<file path="config.mk">
export PLATFORM = sky130hd
export DESIGN_NAME = sads_top
export DESIGN_NICKNAME = d
export VERILOG_FILES = /design/src/logic/sads_sar.v /design/src/logic/sads_sync.v /design/src/logic/sads_top.v
export VERILOG_INCLUDE_DIRS = /design/src /design/src/logic
export SDC_FILE = /design/constraint.sdc
export NUM_CORES = 1
export LEC_CHECK = 0
export ABC_CLOCK_PERIOD_IN_PS = 8300
export BUFFER_PORTS_ARGS = -buffer_cell sky130_fd_sc_hd__buf_2
export CAP_MARGIN = 20
export CORE_AREA = 4 4 90 92
export CTS_CLUSTER_DIAMETER = 30
export DETAILED_ROUTE_END_ITERATION = 6
export DIE_AREA = 0 0 94 96
export PLACE_DENSITY = 0.9
export SLEW_MARGIN = 20
export SYNTH_ARGS = -nofsm -noshare
export SYNTH_HDL_FRONTEND = slang
export SYNTH_HIERARCHICAL = 1
export SYNTH_SLANG_ARGS = --single-unit
</file>
<file path="constraint.sdc">
create_clock -name clk_i -period 8.3 [get_ports clk_i]
set_input_delay 1.66 -clock clk_i [delete_from_list [all_inputs] [get_ports clk_i]]
set_output_delay 1.66 -clock clk_i [all_outputs]
set_load 0.01 [all_outputs]
</file>
<file path="src/logic/sads_regs.vh">
// Purpose: Constants of the converter sequencer.
// Assumes: Included by the sequencer top module by bare name.
// Notes:   Offsets, field positions, reset values and cycle counts only.
`ifndef SADS_REGS_VH
`define SADS_REGS_VH

// ----------------------------------------------------------------------
// Register indices on the register port
// ----------------------------------------------------------------------
`define SADS_ADDR_MODE 2'h0
`define SADS_ADDR_PINSEL 2'h1
`define SADS_ADDR_REFCUT 2'h2
`define SADS_ADDR_RESULT 2'h3

// ----------------------------------------------------------------------
// Reset values
// ----------------------------------------------------------------------
`define SADS_MODE_RST 8'h01
`define SADS_PINSEL_RST 8'h00
`define SADS_REFCUT_RST 8'h00

// ----------------------------------------------------------------------
// Mode register fields
// ----------------------------------------------------------------------
`define SADS_MODE_SPEED 0
`define SADS_MODE_CH_LO 1
`define SADS_MODE_CH_HI 3
`define SADS_MODE_TLO 4
`define SADS_MODE_THI 5
`define SADS_MODE_TRG 6
`define SADS_MODE_RUN 7

// Reference cut: bit 0 set opens the internal switch.
`define SADS_REFCUT_OPEN 0

// ----------------------------------------------------------------------
// Conversion time codes {hi, lo, speed} and their lengths in clocks
// ----------------------------------------------------------------------
`define SADS_TCODE_80 3'h1
`define SADS_TCODE_40 3'h3
`define SADS_TCODE_50 3'h4
`define SADS_TCODE_100 3'h5
`define SADS_TIME_80 7'd80
`define SADS_TIME_40 7'd40
`define SADS_TIME_50 7'd50
`define SADS_TIME_100 7'd100
// Sampling takes one fifth of the time, each bit one tenth.
`define SADS_SAMPLE_DIV 7'd5
`define SADS_STEP_DIV 7'd10

`endif

</file>
<file path="src/logic/sads_sar.v">
// Purpose: Approximation shift register of the converter.
// Assumes: start_i and decide_i never coincide.
// Notes:   The register value is the tap code offered to the comparator.
`timescale 1ns/100ps

module sads_sar (
    input wire clk_i,
    input wire reset_i,
    input wire start_i,
    input wire decide_i,
    input wire above_i,
    output reg [7:0] trial_o,
    output wire last_o
);

    reg [7:0] mask_r;

    // The mask marks the bit on trial; it walks down from the top bit.
    assign last_o = mask_r[0];

    // A trial bit stays set only when the input lies above the tap, and
    // the next lower bit is set at once, so the tap for the following
    // step is built from the bits already decided.
    always @(posedge clk_i or posedge reset_i) begin
        if (reset_i) begin
            trial_o <= 8'h00;
            mask_r <= 8'h00;
        end else if (start_i) begin
            trial_o <= 8'h80; // RULE5
            mask_r <= 8'h80;
        end else if (decide_i) begin
            trial_o <= (above_i ? trial_o : (trial_o & ~mask_r)) // RULE6
                | (mask_r >> 1); // RULE7
            mask_r <= mask_r >> 1; // RULE8
        end
    end

endmodule // sads_sar

</file>
<file path="src/logic/sads_sync.v">
// Purpose: Two-stage synchroniser for inputs from outside the clock.
// Assumes: Inputs are levels that stay put for several clocks.
// Notes:   The first stage is read by the second stage only.
`timescale 1ns/100ps

module sads_sync #(
    parameter W = 1
) (
    input wire clk_i,
    input wire reset_i,
    input wire [W-1:0] async_i,
    output reg [W-1:0] sync_o
);

    reg [W-1:0] meta_r;

    // Two flops settle any metastable sample before logic sees it.
    always @(posedge clk_i or posedge reset_i) begin
        if (reset_i) begin
            meta_r <= {W{1'b0}};
            sync_o <= {W{1'b0}};
        end else begin
            meta_r <= async_i;
            sync_o <= meta_r;
        end
    end

endmodule // sads_sync

</file>
<file path="src/logic/sads_top.v">
// Purpose: Sequencer of an 8-bit successive-approximation converter.
// Assumes: Sample/hold, comparator and tap string are outside.
// Notes:   One clock, the main system clock; no extra bus is added.
//
// Notes on behaviour
// [RULE1] Reference cut register resets to zero.
// [RULE2] Zero connects supply to reference; one opens.
// [RULE3] Software writes reference cut as whole bytes.
// [RULE4] Software picks analog pins before the channel.
// [RULE5] Hold starts: set top bit, half tap.
// [RULE6] Keep bit if input above tap, else clear.
// [RULE7] Next bit set; tap follows decided bits.
// [RULE8] Repeat down to the lowest bit.
// [RULE9] After eight steps copy result, raise done.
// [RULE10] Result store and done request coincide.
// [RULE11] Conversions continue until run bit cleared.
// [RULE12] Mode write aborts; run one restarts sequence.
// [RULE13] Result register has no reset value.
// [RULE14] Trigger mode waits for external trigger edge.
// [RULE15] Trigger mode: one conversion per trigger.
// [RULE16] Trigger mode rewrite: abandon, await new trigger.
// [RULE17] Run bit written zero halts, no result.
// [RULE18] Software mode starts directly on the write.
// [RULE19] Software mode repeats conversions back to back.
// [RULE20] Software mode rewrite restarts with new settings.
// [RULE21] Stops whenever the main clock stops.
// [RULE22] Mode resets to one; channel, trigger, run.
// [RULE23] Software avoids conversion times below the minimum.
// [RULE24] Software clears done flag before restarting.
// [RULE25] Time split: sampling, eight steps, transfer.
`timescale 1ns/100ps

`include "sads_regs.vh"

module sads_top (
    input wire clk_i,
    input wire reset_i,
    // Register port of the memory manipulation instructions.
    input wire wr_i,
    input wire [1:0] wr_addr_i,
    input wire [7:0] wr_data_i,
    input wire bit_wr_i,
    input wire [2:0] bit_sel_i,
    input wire bit_val_i,
    input wire rd_i,
    input wire [1:0] rd_addr_i,
    output reg [7:0] rd_data_o,
    // Trigger pin and analog front end.
    input wire external_trigger_input_i,
    input wire comp_above_i,
    output wire sample_o,
    output wire [7:0] tap_code_o,
    output wire [2:0] channel_select_field_o,
    output wire [7:0] analog_pin_select_o,
    output wire ref_switch_closed_o,
    output wire busy_o,
    output reg conversion_done_irq_o
);

    // ------------------------------------------------------------------
    // Sequencer states
    // ------------------------------------------------------------------
    localparam ST_IDLE = 2'b00;
    localparam ST_WAIT = 2'b01;
    localparam ST_SAMPLE = 2'b10;
    localparam ST_CONV = 2'b11;

    reg [7:0] conversion_mode_reg_r;
    reg [7:0] analog_pin_select_reg_r;
    reg [7:0] reference_current_cut_select_r;
    reg [7:0] conversion_result_reg_r;
    reg [1:0] state_r;
    reg [1:0] state_nxt;
    reg [6:0] cnt_r;
    reg [6:0] cnt_nxt;
    reg [7:0] mode_nxt;
    reg trig_d_r;
    reg sar_start;
    reg sar_decide;
    reg store;
    wire mode_wr;
    wire [6:0] conv_time;
    wire [6:0] sample_len;
    wire [6:0] step_len;
    wire trig_sync;
    wire above_sync;
    wire trig_edge;
    wire sar_last;
    wire [7:0] trial;
    wire run_bit;
    wire trg_bit;

    // ------------------------------------------------------------------
    // Helpers
    // ------------------------------------------------------------------

    // Total conversion time in clocks for a {hi, lo, speed} code.
    // Prohibited codes take the longest time, which is always safe for
    // the analog side; software must still not pick them.
    function [6:0] conv_cycles;
        input [2:0] code;
        begin
            case (code)
                `SADS_TCODE_80: conv_cycles = `SADS_TIME_80;
                `SADS_TCODE_40: conv_cycles = `SADS_TIME_40;
                `SADS_TCODE_50: conv_cycles = `SADS_TIME_50;
                `SADS_TCODE_100: conv_cycles = `SADS_TIME_100;
                default: conv_cycles = `SADS_TIME_100;
            endcase
        end
    endfunction

    // ------------------------------------------------------------------
    // Input synchronisers
    // ------------------------------------------------------------------

    // The trigger pin and the comparator come from outside the clock.
    sads_sync #(
        .W(2)
    ) u_sync (
        .clk_i(clk_i),
        .reset_i(reset_i),
        .async_i({external_trigger_input_i, comp_above_i}),
        .sync_o({trig_sync, above_sync})
    );

    // Rising edge of the synchronised trigger; a held level fires once.
    always @(posedge clk_i or posedge reset_i) begin
        if (reset_i) begin
            trig_d_r <= 1'b0;
        end else begin
            trig_d_r <= trig_sync;
        end
    end

    assign trig_edge = trig_sync & ~trig_d_r;

    // ------------------------------------------------------------------
    // Register writes
    // ------------------------------------------------------------------

    // A byte write or a single-bit write both count as a mode write.
    assign mode_wr = (wr_i & (wr_addr_i == `SADS_ADDR_MODE)) | bit_wr_i;

    // Next mode value; a bit write changes only the addressed bit.
    always @* begin
        mode_nxt = conversion_mode_reg_r;
        if (wr_i && (wr_addr_i == `SADS_ADDR_MODE)) begin
            mode_nxt = wr_data_i;
        end else if (bit_wr_i) begin
            mode_nxt[bit_sel_i] = bit_val_i;
        end
    end

    // Control registers. Only the mode register takes bit writes; the
    // pin select and reference cut registers are byte-only.
    always @(posedge clk_i or posedge reset_i) begin
        if (reset_i) begin
            conversion_mode_reg_r <= `SADS_MODE_RST; // RULE22
            analog_pin_select_reg_r <= `SADS_PINSEL_RST;
            reference_current_cut_select_r <= `SADS_REFCUT_RST; // RULE1
        end else begin
            conversion_mode_reg_r <= mode_nxt;
            if (wr_i && (wr_addr_i == `SADS_ADDR_PINSEL)) begin
                analog_pin_select_reg_r <= wr_data_i;
            end
            if (wr_i && (wr_addr_i == `SADS_ADDR_REFCUT)) begin
                reference_current_cut_select_r <= wr_data_i; // RULE3
            end
        end
    end

    // Bit 0 of the reference cut opens the internal switch for standby.
    assign ref_switch_closed_o =
        ~reference_current_cut_select_r[`SADS_REFCUT_OPEN]; // RULE2

    assign analog_pin_select_o = analog_pin_select_reg_r;
    assign channel_select_field_o =
        conversion_mode_reg_r[`SADS_MODE_CH_HI:`SADS_MODE_CH_LO];
    assign run_bit = conversion_mode_reg_r[`SADS_MODE_RUN];
    assign trg_bit = conversion_mode_reg_r[`SADS_MODE_TRG];

    // ------------------------------------------------------------------
    // Timing of one conversion
    // ------------------------------------------------------------------

    // The settings in force are those of the last mode write, because
    // any mode write aborts the sequence before they could be used.
    assign conv_time = conv_cycles({
        conversion_mode_reg_r[`SADS_MODE_THI],
        conversion_mode_reg_r[`SADS_MODE_TLO],
        conversion_mode_reg_r[`SADS_MODE_SPEED]});
    assign sample_len = conv_time / `SADS_SAMPLE_DIV; // RULE25
    assign step_len = conv_time / `SADS_STEP_DIV; // RULE25

    // ------------------------------------------------------------------
    // Approximation register
    // ------------------------------------------------------------------
    sads_sar u_sar (
        .clk_i(clk_i),
        .reset_i(reset_i),
        .start_i(sar_start),
        .decide_i(sar_decide),
        .above_i(above_sync),
        .trial_o(trial),
        .last_o(sar_last)
    );

    assign tap_code_o = trial;

    // ------------------------------------------------------------------
    // Sequencer
    // ------------------------------------------------------------------

    // Mode writes take priority over every other event, so an abort in
    // the cycle that would finish a conversion drops that result.
    always @* begin
        state_nxt = state_r;
        cnt_nxt = cnt_r;
        sar_start = 1'b0;
        sar_decide = 1'b0;
        store = 1'b0;
        if (mode_wr) begin
            // RULE12
            cnt_nxt = 7'd0;
            if (!mode_nxt[`SADS_MODE_RUN]) begin
                state_nxt = ST_IDLE; // RULE17
            end else if (mode_nxt[`SADS_MODE_TRG]) begin
                state_nxt = ST_WAIT; // RULE14 RULE16
            end else begin
                state_nxt = ST_SAMPLE; // RULE18 RULE20
                cnt_nxt = conv_cycles({mode_nxt[`SADS_MODE_THI],
                    mode_nxt[`SADS_MODE_TLO],
                    mode_nxt[`SADS_MODE_SPEED]}) / `SADS_SAMPLE_DIV
                    - 7'd1;
            end
        end else begin
            case (state_r)
                ST_IDLE: begin
                    state_nxt = ST_IDLE;
                end
                ST_WAIT: begin
                    if (trig_edge) begin
                        state_nxt = ST_SAMPLE; // RULE14
                        cnt_nxt = sample_len - 7'd1;
                    end
                end
                ST_SAMPLE: begin
                    if (cnt_r == 7'd0) begin
                        state_nxt = ST_CONV;
                        sar_start = 1'b1; // RULE5
                        cnt_nxt = step_len - 7'd1;
                    end else begin
                        cnt_nxt = cnt_r - 7'd1;
                    end
                end
                ST_CONV: begin
                    if (cnt_r != 7'd0) begin
                        cnt_nxt = cnt_r - 7'd1;
                    end else if (!sar_last) begin
                        sar_decide = 1'b1; // RULE8
                        cnt_nxt = step_len - 7'd1;
                    end else begin
                        sar_decide = 1'b1;
                        store = 1'b1; // RULE9
                        if (trg_bit) begin
                            state_nxt = ST_WAIT; // RULE15
                        end else begin
                            state_nxt = ST_SAMPLE; // RULE11 RULE19
                            cnt_nxt = sample_len - 7'd1;
                        end
                    end
                end
                default: begin
                    state_nxt = ST_IDLE;
                end
            endcase
        end
    end

    // State and step counter; the logic runs only while the main clock
    // runs, so a stopped clock freezes the sequence where it stands.
    always @(posedge clk_i or posedge reset_i) begin
        if (reset_i) begin
            state_r <= ST_IDLE;
            cnt_r <= 7'd0;
            conversion_done_irq_o <= 1'b0;
        end else begin
            state_r <= state_nxt; // RULE21
            cnt_r <= cnt_nxt;
            conversion_done_irq_o <= store; // RULE10
        end
    end

    // The result register is left without reset on purpose; the decided
    // lowest bit is merged in the same cycle as the transfer.
    always @(posedge clk_i) begin
        if (store) begin
            conversion_result_reg_r <= (above_sync ? trial
                : (trial & 8'hfe)); // RULE9 RULE13
        end
    end

    assign sample_o = (state_r == ST_SAMPLE);
    assign busy_o = (state_r == ST_SAMPLE) | (state_r == ST_CONV);

    // ------------------------------------------------------------------
    // Register reads
    // ------------------------------------------------------------------

    // Read data is registered and appears one clock after rd_i.
    always @(posedge clk_i or posedge reset_i) begin
        if (reset_i) begin
            rd_data_o <= 8'h00;
        end else if (rd_i) begin
            case (rd_addr_i)
                `SADS_ADDR_MODE: rd_data_o <= conversion_mode_reg_r;
                `SADS_ADDR_PINSEL: rd_data_o <= analog_pin_select_reg_r;
                `SADS_ADDR_REFCUT: begin
                    rd_data_o <= reference_current_cut_select_r;
                end
                `SADS_ADDR_RESULT: rd_data_o <= conversion_result_reg_r;
                default: rd_data_o <= 8'h00;
            endcase
        end
    end

endmodule // sads_top
</file>
==> results by group, run 1 <==
Clocking
  – Root Driver: clkbuf_8
  – Post-cts sizing count: 0
  – Worst-path clk slew: 0.08 ns
  – # Post-CTS Setup Buffers: 0
  – Skew-Pair Late Insertion Delay: 0.34 ns
  – Post-CTS Hold Buffers: 0
  – CTS tree: done
  – Clock buffer depth: 2
  – Clk sinks: 71
  – H-tree depth: 3
  – CTS Buf Count: 9

Die
  – I/O pin total: 54
  – Core footprint: 7210 um^2
  – Num rows: 31
  – Initial Util: 0.638
  – DIE WIDTH: 94 um
  – Die height: 96 um
  – Die area: 9020 um^2

STA
  – Max Freq: 150 MHz
  – Skew final: 0.00668 ns
  – Fin crit period: 6.68 ns
  – Hold WS: 0.356 ns
  – TNS Setup: 0 ns
  – Final setup viols: 0
  – Fin crit share: 0.805
  – RSZ-0062 raised after global routing: false
  – Final-report hold violation count: 0
  – Max-slew headroom: 0.485
  – Max-slew violations: 0
  – Worst Tran Pin Value: 0.770 ns

Critical path
  – Buf/Inv on CP: 2
  – Top cell by count, worst path: ha_1
  – Critical Path Fanout Max: 11
  – Arrival @ worst endpoint: 6.96 ns
  – R2R Setup Slk: 3.15 ns
  – Critical path endpoint category: register
  – Worst-path cell chain: buf_2, nor4b_1, mux2i_1, nand2_1, o31a_1, and2_1, ha_1, nor2_1, nand2_1, o311ai_1, o221ai_2, xnor2_1, inv_1, ha_1, nor2b_1, a21boi_1, o211ai_1, a22oi_1, and2_1, ha_1, nand3_1, a211o_1, nand4_1
  – Startpoint types: input pin
  – Top Family by Delay on Critical Path: compound AO/OA/AOI/OAI gates
  – R2R Path End: cnt_r[3]$_DFFE_PP0P_
  – Slowest CP cell: mux2i_1
  – CP required: 8.58 ns
  – R2R cell count: 21
  – Reg2reg start: conversion_mode_reg_r[0]$_DFF_PP1_
  – Critical path class: input pin to register
  – Worst path max stage delay: 0.51 ns

Drt
  – Pre-Repair DR Iteration Count: 7
  – DRT iter0 DRCs: 415
  – Number of nets still failing antenna checks after routing: 0
  – Routed len/inst: 18.5 um
  – DR vias/cell: 6.46
  – DR DRC count: 0
  – Total Routed Length: 11200 um
  – Routed via count: 3902

Yosys
  – Seq cells post-synth: 71
  – Distinct cells, synth: 80
  – Syn Nets: 496
  – Primary FF master, synth: dfrtp_1
  – EDFF count, synth: 8
  – Async SR Flop Fraction: 0.887
  – Yosys warns: 6
  – Mapped Cells: 457
  – Seq/Total Area, Yosys: 0.395
  – Syn Std Cell Area: 4600 um^2
  – Syn Area/Cell: 10.1 um^2

GRT
  – Total grt overflow: 0
  – Antenna violations before repair: 0
  – Pin count of the biggest net entering global routing: 44
  – First-pass GRT wire length: 17900 um
  – Total track usage: 0.253
  – Vias in the first global route: 3693

Power and ir drop
  – LEAKAGE: 2.26 nW
  – Peak supply drop: 0.165 mV
  – PD cells: 250 nW/um^2

Place
  – Routability Congestion: 0.927
  – Post-DP Area: 4910 um^2
  – Buffers on Ports: 53
  – Cells after DPL: 588
  – Post-DP HPWL: 7930 um

Layout
  – N_diodes: 0
  – Multi-input logic area: 2620 um^2
  – Design Area, Final: 5100 um^2
  – Final Non-Filler Cells: 604
  – # fillers: 526
  – Final #Nets: 539
  – Reg area: 1820 um^2
  – Area grow syn2layout: 10.8%
  – Share of layout cells above drive strength 1: 0.259

Worst hold path
  – Hold WC Path Type: register to register
  – Hold EP: u_sync/sync_o[0]$_DFF_PP0_
  – WHS Path Cells: 0
  – Min-delay src: u_sync/meta_r[0]$_DFF_PP0_

Run
  – Max cap viols: 0

Status
  – Status: finished, final reports clean
## kinds of logic after synthesis
family          Yosys count  synth area share
compound gates          118             0.186
simple gates            150             0.177
mux                      42             0.123
xor+xnor                 16            0.0337
fa+ha+maj                16            0.0435
flops                    71             0.395
buf+inv                  44            0.0410
## worst max path at each step
stage / slack, ns / from / to / cells past startpoint
after floorplan: 2.32 / bit_sel_i[0] / cnt_r[3]$_DFFE_PP0P_ / 22
after global placement: 1.83 / bit_sel_i[0] / cnt_r[3]$_DFFE_PP0P_ / 23
after detailed placement: 1.54 / bit_sel_i[0] / cnt_r[3]$_DFFE_PP0P_ / 23
after CTS: 1.76 / bit_sel_i[0] / cnt_r[3]$_DFFE_PP0P_ / 23
after global routing: 1.21 / bit_sel_i[0] / cnt_r[3]$_DFFE_PP0P_ / 23
final: 1.62 / bit_wr_i / cnt_r[3]$_DFFE_PP0P_ / 23
## cells in the final DEF, fill, tap and decap left out, drive strengths merged, types with 3 or more instances in the layout
cell / Yosys / routed
nor3b: 5 / 5
a211oi: 5 / 5
clkinv: 0 / 5
xor2: 5 / 5
nand3: 9 / 9
and2: 5 / 5
and3: 5 / 5
a31oi: 4 / 4
nor2b: 10 / 10
xnor2: 10 / 10
dfrtp: 62 / 62
a22oi: 5 / 5
nand4: 4 / 4
edfxtp: 8 / 8
o211ai: 3 / 3
buf: 10 / 56
a311oi: 7 / 7
a21o: 3 / 3
clkbuf: 14 / 10
nor3: 8 / 8
mux2: 25 / 25
nand2b: 11 / 11
inv: 20 / 21
and4bb: 3 / 3
nand2: 36 / 36
mux2i: 9 / 9
a21oi: 34 / 34
or3b: 3 / 3
o21ai: 24 / 24
or2: 3 / 3
nor2: 30 / 30
mux4: 8 / 8
nand3b: 4 / 4
a211o: 3 / 3
or3: 3 / 3
ha: 16 / 16
## area by class of cell
cell class                      count  area share
Multi-Input combinational cell    342       0.514
Sequential cell                    71       0.356
Timing Repair Buffer               56      0.0564
Clock buffer                       10      0.0250
Tap cell                           99      0.0243
Inverter                           20      0.0147
Clock inverter                      6     0.00859
## metrics by stage
stage	utilization	total power, mW	worst slack [ns]
floorplan	-	0.876	2.32
global placement	0.681	0.987	1.83
detailed placement	0.681	1.01	1.54
CTS	0.704	1.26	1.76
global route	0.707	1.35	1.21
finish	0.707	1.27	1.62
## sequential cells by signal (all words and copies together) (netlist names), 2 cells and up
register,count
u_sync/meta_r,2
u_sync/sync_o,2
rd_data_o,8
u_sar/trial_o,8
cnt_r,7
state_r,2
conversion_mode_reg_r,8
analog_pin_select_o,8
conversion_result_reg_r,8
reference_current_cut_select_r,8
u_sar/mask_r,8
## layer usage
| layer | track usage | up-vias | part of all wire | wire length (um) |
|---|---|---|---|---|
| met5 | 0 | - | 0 | 0 |
| met4 | 0.102 | 0 | 0.027 | 306 |
| met3 | 0.0485 | 37 | 0.075 | 835 |
| met2 | 0.404 | 219 | 0.49 | 5450 |
| met1 | 0.342 | 1861 | 0.41 | 4560 |
| li1 | - | 1785 | - | - |
## synth_stat cells, drive strengths merged, types with 3 or more instances
master / instances / area share
xnor2: 10 / 0.019
nand2: 36 / 0.030
a211oi: 5 / 0.0082
inv: 20 / 0.016
dfrtp: 62 / 0.34
a31oi: 4 / 0.0054
or3b: 3 / 0.0057
nor3b: 5 / 0.0082
o211ai: 3 / 0.0049
nand4: 4 / 0.0054
and4bb: 3 / 0.0082
clkbuf: 14 / 0.011
a311oi: 7 / 0.023
mux2i: 9 / 0.022
o21ai: 24 / 0.026
nand3: 9 / 0.0098
a21o: 3 / 0.0049
nor2b: 10 / 0.014
or3: 3 / 0.0041
edfxtp: 8 / 0.052
nor3: 8 / 0.0087
nor2: 30 / 0.024
and2: 5 / 0.0068
xor2: 5 / 0.0095
a21oi: 34 / 0.039
nand3b: 4 / 0.0065
and3: 5 / 0.0068
ha: 16 / 0.043
nand2b: 11 / 0.015
a22oi: 5 / 0.0082
a211o: 3 / 0.0057
or2: 3 / 0.0041
buf: 10 / 0.013
mux2: 25 / 0.062
mux4: 8 / 0.039
## power breakdown
group          switching [mW]  internal, mW
Clock                   0.133         0.110
Sequential             0.0596         0.405
Combinational           0.318         0.247
Note: power is estimated with default switching activity, not from simulation.
==> inputs of run 2 (changes only) <==
Settings changed: ABC_AREA from default to 1, ABC_CLOCK_PERIOD_IN_PS 8300 to 5800, CORE_AREA 4 4 90 92 to 4 4 99 101, DIE_AREA 0 0 94 96 to 0 0 103 105, PLACE_DENSITY 0.9 to 0.81.
Clock period 8.3 ns to 5.8 ns, I/O delays scaled along.
==> run 2 against run 1 <==
Effect of this change: utilization decreased by 13 points; combinational power increased by 74%; via count increased by 8.0%; synthesized cell count increased by 33%; global-route usage decreased by 4.2 points; clock-buffer cell count unchanged; critical path type unchanged; largest power group unchanged.
==> results by group, run 2 <==
Layout
  – # fillers: 797
  – Area grow syn2layout: 10.6%
  – Utilization after layout: 0.573
  – Most frequent cells in the layout: 160 x nand2_1, 78 x inv_1, 62 x dfrtp_1, 53 x buf_2, 51 x nor2_1
  – Final Non-Filler Cells: 776
  – N_diodes: 0
  – Share of layout cells above drive strength 1: 0.209
  – Design Area, Final: 5170 um^2
  – Most common cell after layout, fill and taps aside: nand2_1
  – Final #Nets: 699

Run
  – Max cap viols: 0

Critical path
  – Critical path endpoint category: register
  – Critical path class: input pin to register
  – R2R Setup Slk: 1.51 ns
  – Startpoint types: input pin
  – Buf/Inv on CP: 4
  – Critical Path Fanout Max: 17
  – Worst path max stage delay: 0.26 ns
  – R2R cell count: 20
  – Slowest CP cell: ha_1
  – Top cell by count, worst path: ha_1
  – CP required: 6.08 ns
  – Arrival @ worst endpoint: 4.91 ns
  – Top Family by Delay on Critical Path: simple AND/OR/NAND/NOR gates
  – R2R Path End: cnt_r[4]$_DFFE_PP0P_
  – Reg2reg start: conversion_mode_reg_r[4]$_DFF_PP0_

STA
  – Final setup viols: 0
  – Final-report hold violation count: 0
  – Fin crit period: 4.62 ns
  – Skew final: 0.0117 ns
  – RSZ-0062 raised after global routing: false
  – Max Freq: 216 MHz
  – Max-slew headroom: 0.322
  – Final Worst Setup Slack: 1.18 ns
  – Fin crit share: 0.797
  – Hold WS: 0.350 ns
  – Max-slew violations: 0
  – Worst Tran Pin Value: 1.01 ns
  – TNS Setup: 0 ns

Drt
  – Total Routed Length: 11200 um
  – Pre-Repair DR Iteration Count: 5
  – DRT iter0 DRCs: 261
  – Routed via count: 4214
  – DR vias/cell: 5.43
  – DR DRC count: 0
  – Routed len/inst: 14.4 um
  – Number of nets still failing antenna checks after routing: 0

Yosys
  – Cell taking the most area after synthesis: dfrtp_1
  – Top cells by count, synth: 160 x nand2_1, 79 x inv_1, 62 x dfrtp_1, 51 x nor2_1, 44 x nand3_1
  – Seq cells post-synth: 71
  – Mapped Cells: 607
  – Seq/Total Area, Yosys: 0.389
  – Post-synth top area share: 0.332
  – Syn Std Cell Area: 4670 um^2
  – EDFF count, synth: 8
  – Primary FF master, synth: dfrtp_1
  – Syn Nets: 646
  – Distinct cells, synth: 49
  – Async SR Flop Fraction: 0.887
  – Yosys warns: 6
  – Syn Area/Cell: 7.70 um^2
  – Top post-synthesis cells by area: dfrtp_1 33%, nand2_1 13%, inv_1 6.3%
  – Most frequent cell after synthesis: nand2_1

Place
  – Routability Congestion: 0.927
  – Post-DP Area: 5000 um^2
  – Buffers on Ports: 53
  – Dpl ws: 0.815 ns
  – Cells after DPL: 760
  – Post-DP HPWL: 8630 um

Worst hold path
  – Hold WC Path Type: register to register
  – Hold EP: u_sync/sync_o[1]$_DFF_PP0_
  – Min-delay src: u_sync/meta_r[1]$_DFF_PP0_
  – WHS Path Cells: 0

Clocking
  – Post-CTS Hold Buffers: 0
  – Worst-path clk slew: 0.08 ns
  – # Post-CTS Setup Buffers: 0
  – CTS tree: done
  – Root Driver: clkbuf_8
  – Post-cts sizing count: 0
  – Skew-Pair Late Insertion Delay: 0.35 ns
  – Clk sinks: 71
  – CTS Buf Count: 9
  – Clock buffer depth: 2
  – H-tree depth: 3

Die
  – Core footprint: 9020 um^2
  – I/O pin total: 54
  – Initial Util: 0.518
  – Die area: 10800 um^2
  – Num rows: 35
  – Die height: 105 um
  – DIE WIDTH: 103 um

GRT
  – Vias in the first global route: 4093
  – Total grt overflow: 0
  – Total track usage: 0.212
  – First-pass GRT wire length: 18500 um
  – Antenna violations before repair: 0
  – Pin count of the biggest net entering global routing: 44

Power and ir drop
  – Peak supply drop: 0.158 mV
  – PD cells: 399 nW/um^2
  – LEAKAGE: 2.64 nW
  – Power, Total: 2.06 mW

Status
  – Status: finished, final reports clean
==> run 2: logic make-up after synthesis <==
logic type | Yosys count | synth area share
compound gates | 85 | 0.119
xor+xnor | 7 | 0.0131
fa+ha+maj | 16 | 0.0428
buf+inv | 108 | 0.0974
flops | 71 | 0.389
simple gates | 320 | 0.339
==> run 2: how the worst max path moves through the flow <==
| stage | start | end | slack (ns) | cells past startpoint |
|---|---|---|---|---|
| 2_1_floorplan | wr_addr_i[1] | cnt_r[2]$_DFFE_PP0P_ | 1.44 | 26 |
| 3_3_place_gp | wr_addr_i[1] | cnt_r[2]$_DFFE_PP0P_ | 1.06 | 27 |
| 3_5_place_dp | wr_addr_i[1] | cnt_r[2]$_DFFE_PP0P_ | 0.81 | 27 |
| 4_1_cts | wr_addr_i[1] | cnt_r[2]$_DFFE_PP0P_ | 1.19 | 27 |
| 5_1_grt | wr_addr_i[1] | cnt_r[2]$_DFFE_PP0P_ | 0.85 | 30 |
| 6_report | wr_addr_i[1] | cnt_r[2]$_DFFE_PP0P_ | 1.18 | 27 |
==> run 2: cell type report <==
class | count | area [um^2] | area share
multi-input cells | 428 | 2400 | 0.465
flip-flops and latches | 71 | 1820 | 0.352
inverters | 96 | 365 | 0.0707
repair buffers | 54 | 273 | 0.0528
well taps | 111 | 139 | 0.0269
clock buffers | 10 | 128 | 0.0247
clock inverters | 6 | 45.0 | 0.00871
==> run 2: metal layers <==
| layer | GRT usage | share of wire |
|---|---|---|
| met5 | 0 | 0 |
| met4 | 0.0842 | 0.025 |
| met3 | 0.0447 | 0.074 |
| met2 | 0.347 | 0.48 |
| met1 | 0.269 | 0.42 |
==> run 2: where the power goes <==
group	total, mW	internal (mW)	switching, mW
sequential	0.711	0.617	0.0942
combinational	0.987	0.361	0.626
clock	0.364	0.157	0.207
